[src/hw/pgr_pkg.sv]
package pgr_pkg;

  // ==========================================================
  // Register offsets
  localparam logic [7:0] PGR_OFS_PG_CTRL1 = 8'h15;
  localparam logic [7:0] PGR_OFS_PG_CTRL2 = 8'h16;
  localparam logic [7:0] PGR_OFS_FAULT = 8'h17;
  localparam logic [7:0] PGR_OFS_RESET = 8'h18;
  localparam logic [7:0] PGR_OFS_INT_TOP1 = 8'h19;

  // ==========================================================
  // Field positions
  localparam int PGR_C2_TWARN_BIT = 2;
  localparam int PGR_C2_FGATE_BIT = 1;
  localparam int PGR_C2_MODE_BIT = 0;
  localparam int PGR_C1_POL_BIT = 7;
  localparam int PGR_RST_BIT = 0;
  localparam int PGR_INT_PG_BIT = 7;
  localparam int PGR_NRAILS = 4;

  // ==========================================================
  // Reset values
  localparam logic [7:0] PGR_RST_PG_CTRL1 = 8'h73;
  localparam logic [2:0] PGR_RST_PG_CTRL2 = 3'h4;
  localparam logic [3:0] PGR_RST_FAULT = 4'h0;

  // ==========================================================
  // Carriers
  typedef struct packed {
    logic       wr;
    logic       rd;
    logic [7:0] addr;
    logic [7:0] wdata;
  } pgr_req_type;

  typedef struct packed {
    logic [3:0] valid;
    logic       twarn;
  } pgr_mon_type;

  typedef enum logic [2:0] {
    PGR_ST_START = 3'b001,
    PGR_ST_RUN = 3'b010,
    PGR_ST_RELOAD = 3'b100
  } pgr_state_type;

endpackage

[src/hw/pgr_sync.sv]
`timescale 1ns/1ps
// Two-stage synchroniser for the analogue monitor inputs
module pgr_sync
  import pgr_pkg::*;
#(
  parameter int W = 5
) (
  // Clocking
  input wire logic sys_clk_i,
  input wire logic reset_i,
  input wire logic clk_en_i,
  // Data
  input wire logic [W-1:0] async_i,
  output logic [W-1:0] sync_o
);

  logic [W-1:0] meta_r;

  always_ff @(posedge sys_clk_i or posedge reset_i) begin
    if (reset_i) begin
      meta_r <= '0;
      sync_o <= '0;
    end else if (clk_en_i) begin
      meta_r <= async_i;
      sync_o <= meta_r;
    end
  end

endmodule // pgr_sync

[src/hw/pgr_power_good.sv]
`timescale 1ns/1ps
// Functional notes
// - Thermal warning forces output inactive when enabled by control two bit 2, in either mode
// - Select zero: output follows live rail status
// - Select one: output inactive while latch set
// - Mode bit: zero gated, one continuous
// - Selected rail going invalid while output active sets its latch
// - Write-one clears latch only if rail valid
// - Fault latches at bits 3:0, rest zero
// - Reset bit restores registers, reloads, resets interface
// - Reset bit clears itself, reads zero
// - Control two: bits 2:0 used, 7:3 zero
// - Per-rail enables select monitored rails
// - Polarity bit inverts the output level
// - Active-to-inactive drop sets write-one-clear flag
module pgr_power_good
  import pgr_pkg::*;
(
  // Clocking
  input wire logic sys_clk_i,
  input wire logic reset_i,
  input wire logic clk_en_i,
  // Register port from the serial interface
  input wire logic reg_wr_i,
  input wire logic reg_rd_i,
  input wire logic [7:0] reg_addr_i,
  input wire logic [7:0] reg_wdata_i,
  output logic [7:0] reg_rdata_o,
  // Monitors: rail valid {linreg1, linreg0, buck_b, buck_a}, thermal warning
  input wire logic [3:0] rail_valid_i,
  input wire logic thermal_warning_i,
  // System side
  output logic power_good_out_o,
  output logic otp_reload_o,
  output logic serial_if_reset_o
);

  pgr_req_type req;
  pgr_mon_type mon;
  pgr_state_type state_r;
  logic [7:0] ctrl1_r;
  logic [2:0] ctrl2_r;
  logic [3:0] fault_r;
  logic drop_flag_r;
  logic pg_active_r;
  logic soft_rst;
  logic pg_active_nxt;
  logic [3:0] monitored;
  logic live_ok;

  assign req = '{wr: reg_wr_i, rd: reg_rd_i, addr: reg_addr_i, wdata: reg_wdata_i};

  function automatic logic hit(input pgr_req_type r, input logic [7:0] ofs);
    hit = r.wr && (r.addr == ofs);
  endfunction

  // ==========================================================
  // Monitor synchronisers
  pgr_sync #(
    .W(5)
  ) u_sync (
    .sys_clk_i(sys_clk_i),
    .reset_i(reset_i),
    .clk_en_i(clk_en_i),
    .async_i({rail_valid_i, thermal_warning_i}),
    .sync_o(mon)
  );

  // ==========================================================
  // Software reset
  // Reset command decode
  assign soft_rst = hit(req, PGR_OFS_RESET) && reg_wdata_i[PGR_RST_BIT];

  // Pulses last one cycle; the bit is never stored so it reads zero
  // Self clearing
  always_ff @(posedge sys_clk_i or posedge reset_i) begin
    if (reset_i) begin
      otp_reload_o <= 1'b0;
      serial_if_reset_o <= 1'b0;
    end else if (clk_en_i) begin
      otp_reload_o <= soft_rst;
      serial_if_reset_o <= soft_rst;
    end
  end

  // ==========================================================
  // Control registers
  always_ff @(posedge sys_clk_i or posedge reset_i) begin
    if (reset_i) begin
      ctrl1_r <= PGR_RST_PG_CTRL1;
      ctrl2_r <= PGR_RST_PG_CTRL2;
    end else if (clk_en_i) begin
      if (soft_rst) begin
        ctrl1_r <= PGR_RST_PG_CTRL1;
        ctrl2_r <= PGR_RST_PG_CTRL2;
      end else begin
        if (hit(req, PGR_OFS_PG_CTRL1)) begin
          ctrl1_r <= reg_wdata_i;
        end
        if (hit(req, PGR_OFS_PG_CTRL2)) begin
          ctrl2_r <= reg_wdata_i[2:0];
        end
      end
    end
  end

  // ==========================================================
  // Start-up sequencing for gated mode
  always_ff @(posedge sys_clk_i or posedge reset_i) begin
    if (reset_i) begin
      state_r <= PGR_ST_START;
    end else if (clk_en_i) begin
      case (state_r)
        PGR_ST_START: begin
          if (soft_rst) begin
            state_r <= PGR_ST_RELOAD;
          end else if (live_ok) begin
            state_r <= PGR_ST_RUN;
          end
        end
        PGR_ST_RUN: begin
          if (soft_rst) begin
            state_r <= PGR_ST_RELOAD;
          end
        end
        PGR_ST_RELOAD: begin
          state_r <= PGR_ST_START;
        end
        default: begin
          state_r <= PGR_ST_START;
        end
      endcase
    end
  end

  // ==========================================================
  // Power-good evaluation
  // Rail selection
  assign monitored = ctrl1_r[3:0];
  assign live_ok = &(mon.valid | ~monitored);

  always_comb begin
    pg_active_nxt = live_ok;
    if (ctrl2_r[PGR_C2_FGATE_BIT]) begin
      pg_active_nxt = ~|fault_r;
    end
    if (ctrl2_r[PGR_C2_TWARN_BIT] && mon.twarn) begin
      pg_active_nxt = 1'b0;
    end
    // Gated mode holds off until start-up completes
    if (!ctrl2_r[PGR_C2_MODE_BIT] && (state_r != PGR_ST_RUN)) begin
      pg_active_nxt = 1'b0;
    end
  end

  always_ff @(posedge sys_clk_i or posedge reset_i) begin
    if (reset_i) begin
      pg_active_r <= 1'b0;
    end else if (clk_en_i) begin
      pg_active_r <= pg_active_nxt;
    end
  end

  assign power_good_out_o = pg_active_r ^ ctrl1_r[PGR_C1_POL_BIT];

  // ==========================================================
  // Fault latches; a new fault wins over a clear in the same cycle
  always_ff @(posedge sys_clk_i or posedge reset_i) begin
    if (reset_i) begin
      fault_r <= PGR_RST_FAULT;
    end else if (clk_en_i) begin
      if (soft_rst) begin
        fault_r <= PGR_RST_FAULT;
      end else begin
        for (int i = 0; i < PGR_NRAILS; i++) begin
          if (monitored[i] && !mon.valid[i] && pg_active_r) begin
            fault_r[i] <= 1'b1;
          end else if (hit(req, PGR_OFS_FAULT) && reg_wdata_i[i] && mon.valid[i]) begin
            fault_r[i] <= 1'b0;
          end
        end
      end
    end
  end

  // ==========================================================
  // Drop flag
  always_ff @(posedge sys_clk_i or posedge reset_i) begin
    if (reset_i) begin
      drop_flag_r <= 1'b0;
    end else if (clk_en_i) begin
      if (pg_active_r && !pg_active_nxt) begin
        drop_flag_r <= 1'b1;
      end else if (soft_rst) begin
        drop_flag_r <= 1'b0;
      end else if (hit(req, PGR_OFS_INT_TOP1) && reg_wdata_i[PGR_INT_PG_BIT]) begin
        drop_flag_r <= 1'b0;
      end
    end
  end

  // ==========================================================
  // Read data, registered
  always_ff @(posedge sys_clk_i or posedge reset_i) begin
    if (reset_i) begin
      reg_rdata_o <= 8'h00;
    end else if (clk_en_i) begin
      if (req.rd) begin
        case (req.addr)
          PGR_OFS_PG_CTRL1: reg_rdata_o <= ctrl1_r;
          PGR_OFS_PG_CTRL2: reg_rdata_o <= {5'h00, ctrl2_r};
          PGR_OFS_FAULT: reg_rdata_o <= {4'h0, fault_r};
          PGR_OFS_RESET: reg_rdata_o <= 8'h00;
          PGR_OFS_INT_TOP1: reg_rdata_o <= {drop_flag_r, 7'h00};
          default: reg_rdata_o <= 8'h00;
        endcase
      end
    end
  end

endmodule // pgr_power_good

[config.mk]
export PLATFORM = sky130hd
export DESIGN_NAME = pgr_power_good
export DESIGN_NICKNAME = d
export VERILOG_FILES = /design/src/hw/pgr_pkg.sv /design/src/hw/pgr_sync.sv /design/src/hw/pgr_power_good.sv
export SDC_FILE = /design/constraint.sdc
export NUM_CORES = 1
export LEC_CHECK = 0
export BUFFER_PORTS_ARGS = -buffer_cell sky130_fd_sc_hd__buf_2
export CORE_UTILIZATION = 58
export DETAILED_ROUTE_END_ITERATION = 6
export GPL_ROUTABILITY_DRIVEN = 0
export GPL_TIMING_DRIVEN = 0
export PLACE_DENSITY = 0.81
export SLEW_MARGIN = 0
export SYNTH_ARGS = -nofsm -noshare
export SYNTH_HDL_FRONTEND = slang
export SYNTH_SLANG_ARGS = --single-unit
[constraint.sdc]
create_clock -name sys_clk_i -period 3.45 [get_ports sys_clk_i]
set_input_delay 0.345 -clock sys_clk_i [delete_from_list [all_inputs] [get_ports sys_clk_i]]
set_output_delay 0.345 -clock sys_clk_i [all_outputs]
set_load 0.1 [all_outputs]
==> impl_metrics.py <==
metrics = {
    "timing": {
        "tightest_slew_ns": 0.824,
        "drv_slew": 0,
        "rsz0062_at_grt": "false",
        "holdWs_ns": 0.124,
        "slew_headroom_pct": 44.3,
        "min_period_ns": 1.80,
        "setup_viol": 0,
        "fmax_ghz": 0.555,
        "fin_skew_ns": 0.0196,
        "fin_tns_setup_ns": 0,
        "finalHoldViolations": 0,
        "setup_ws_ns": 1.65,
        "timing.final.crit_share_pct": 52.3,
    },
    "flow_run": {
        "cap_violations": 0,
    },
    "yosys": {
        "synth_common_cells": "32 x dfrtp_1, 17 x nand2_1, 15 x mux2_2",
        "synthTopCellsByArea": "dfrtp_1 42%, dfstp_2 9.6%, mux2_2 8.8%",
        "ys_warn_count": 0,
        "synth_cell_type_count": 43,
        "synth_area_mm2": 0.00191,
        "ys_seq_elements": 39,
        "syn_nets": 191,
        "yosys.area.top_type": "dfrtp_1",
        "synth_top_area_share_pct": 41.9,
        "synth_area_per_cell_um2": 11.6,
        "synth.most_common_cell": "dfrtp_1",
        "synth_edf_count": 0,
        "ys.flop_type": "dfrtp_1",
        "async_reset_ff_share_pct": 100,
        "ys_seq_area_share_pct": 51.5,
        "netlist_instances": 165,
    },
    "global_route": {
        "first_global_vias": 1444,
        "grt_pass1_wl_mm": 6.56,
        "grt_start_max_net_pins": 40,
        "grt_overflow": 0,
        "antenna_found_initial": 0,
        "grt_use_total_pct": 26.3,
    },
    "route": {
        "wirelength_mm": 3.98,
        "via_per_inst": 5.99,
        "dr.pass1.iters": 4,
        "ant_nets": 0,
        "drcViolationCount": 0,
        "vias": 1503,
        "wl_per_cell_um": 15.9,
        "initialDrtViolationCount": 85,
    },
    "worst_setup_path": {
        "worstPathRequired_ns": 3.72,
        "crit_type": "in2reg",
        "reg2reg_slack_ns": 2.01,
        "cp-end-kind": "register",
        "worst-r2r-cell-count": 4,
        "crit_fanout": 8,
        "cpPeakStageDelay_ns": 0.53,
        "reg2reg_from": "state_r[1]",
        "cp_slowest_cell": "or4b_4",
        "r2r-end": "drop_flag_r",
        "cp_top_family": "simple AND/OR/NAND/NOR gates",
        "critPathBufInv": 2,
        "arrival_ns": 2.08,
        "startpoint_type": "primary input",
        "crit_chain": "buf_2 -> or4b_4 -> buf_6 -> nor3b_4 -> a21oi_2 -> mux2_4",
    },
    "placement": {
        "dp_hpwl_mm": 3.02,
        "io_buffers": 34,
        "place_ws_ns": 1.29,
        "placed_cells": 243,
    },
    "clock_network": {
        "path_clk_slew_ns": 0.12,
        "clk_path_buf_depth": 2,
        "cts_hold_buffers": 0,
        "numCtsBuffers": 5,
        "cts-root-buf": "clkbuf_4",
        "cts.sinks": 39,
        "clk_latency_ns": 0.36,
        "htreeDepth": 2,
        "postCtsSetupBuffers": 0,
        "cts_resized": 0,
        "cts_tree": "yes",
    },
    "cells_and_area": {
        "layout-drive-gt1-share_pct": 38.2,
        "antennaDiodeCount": 0,
        "syn_to_final_growth_pct": 14.5,
        "finalNetCount": 232,
        "final_cells": 251,
        "final.fill_count": 233,
    },
    "power": {
        "ir_drop_mv": 0.353,
        "p_leak_nw": 1.02,
        "p_per_area_mw_per_mm2": 451,
    },
    "floorplanning": {
        "start_util_pct": 62.1,
        "die-area_mm2": 0.00353,
        "core.rowCount": 20,
        "ios": 37,
        "die_h_um": 59.4,
        "core_mm2": 0.00308,
        "die_w_um": 59.4,
    },
    "hold_path": {
        "hold_class": "in2async",
    },
    "status": {
        "status": "completed",
    },
}
## power breakdown
group / internal, mW / switching (mW)
Sequential: 0.511 / 0.0443
Clock: 0.0758 / 0.144
Combinational: 0.0924 / 0.119
Total: 0.680 / 0.307
## layout by cell type, fill, tap and decap left out, drive strengths merged, types with 4 or more instances in the layout
cell,count
mux2,16
mux2i,7
a31oi,4
dfstp,7
nand4,6
nor2,8
clkbuf,7
dfrtp,32
buf,38
nand2,17
o21ai,12
a21oi,5
a22o,8
nand2b,6
## layer usage
metal | vias up | track usage (%) | part of all wire [%]
met5 | - | 0 | 0
met4 | 0 | 13.3 | 3.0
met3 | 12 | 6.55 | 7.6
met2 | 71 | 39.8 | 46
met1 | 728 | 35.3 | 43
li1 | 692 | - | -
## final cells by class
class | count | area [um^2] | area share (%)
plain buffers | 6 | 51.3 | 2.34
well taps | 44 | 55.1 | 2.51
inverters | 3 | 11.3 | 0.514
flip-flops and latches | 39 | 985 | 45.0
clock inverters | 3 | 15.0 | 0.686
repair buffers | 34 | 170 | 7.77
multi-input cells | 117 | 865 | 39.5
clock buffers | 5 | 37.5 | 1.71
## cells by family (layout without fill, tap and decap cells)
kind of cell    count (synthesis)  in the layout  share of synthesized area, %
compound gates                 37             37                          13.3
xor+xnor                        2              2                         0.916
buf+inv                         9             51                          3.27
flops                          39             39                          51.5
mux                            23             23                          13.3
simple gates                   55             55                          17.7
## sequential cells by signal (all words and copies together) (netlist names)
signal	count
pg_active_r	1
serial_if_reset_o	1
fault_r	4
state_r	3
ctrl1_r	8
u_sync.meta_r	5
u_sync.sync_o	5
ctrl2_r	3
drop_flag_r	1
reg_rdata_o	8
## how the worst max path moves through the flow
stage / cells past startpoint / slack, ns / start / to
CTS: 6 / 1.67 / reg_addr_i[5] / ctrl1_r[0]
floorplan: 1 / 1.28 / ctrl1_r[7] / power_good_out_o
finish: 6 / 1.65 / reg_addr_i[5] / ctrl1_r[0]
global route: 5 / 1.59 / reg_addr_i[5] / fault_r[0]
detailed placement: 6 / 1.29 / reg_addr_i[5] / ctrl1_r[0]
global placement: 6 / 1.32 / reg_addr_i[5] / ctrl1_r[0]
## through the flow
step | power (mW) | util, % | area (um^2)
6_report | 0.987 | 71.1 | 2190
5_1_grt | 1.03 | 71.1 | 2190
4_1_cts | 0.996 | 71.1 | 2190
3_5_place_dp | 0.775 | 69.4 | 2140
3_3_place_gp | 0.758 | 69.4 | 2140
2_1_floorplan | 0.715 | - | 1910
No activity file was read; power rests on OpenSTA's default activity.
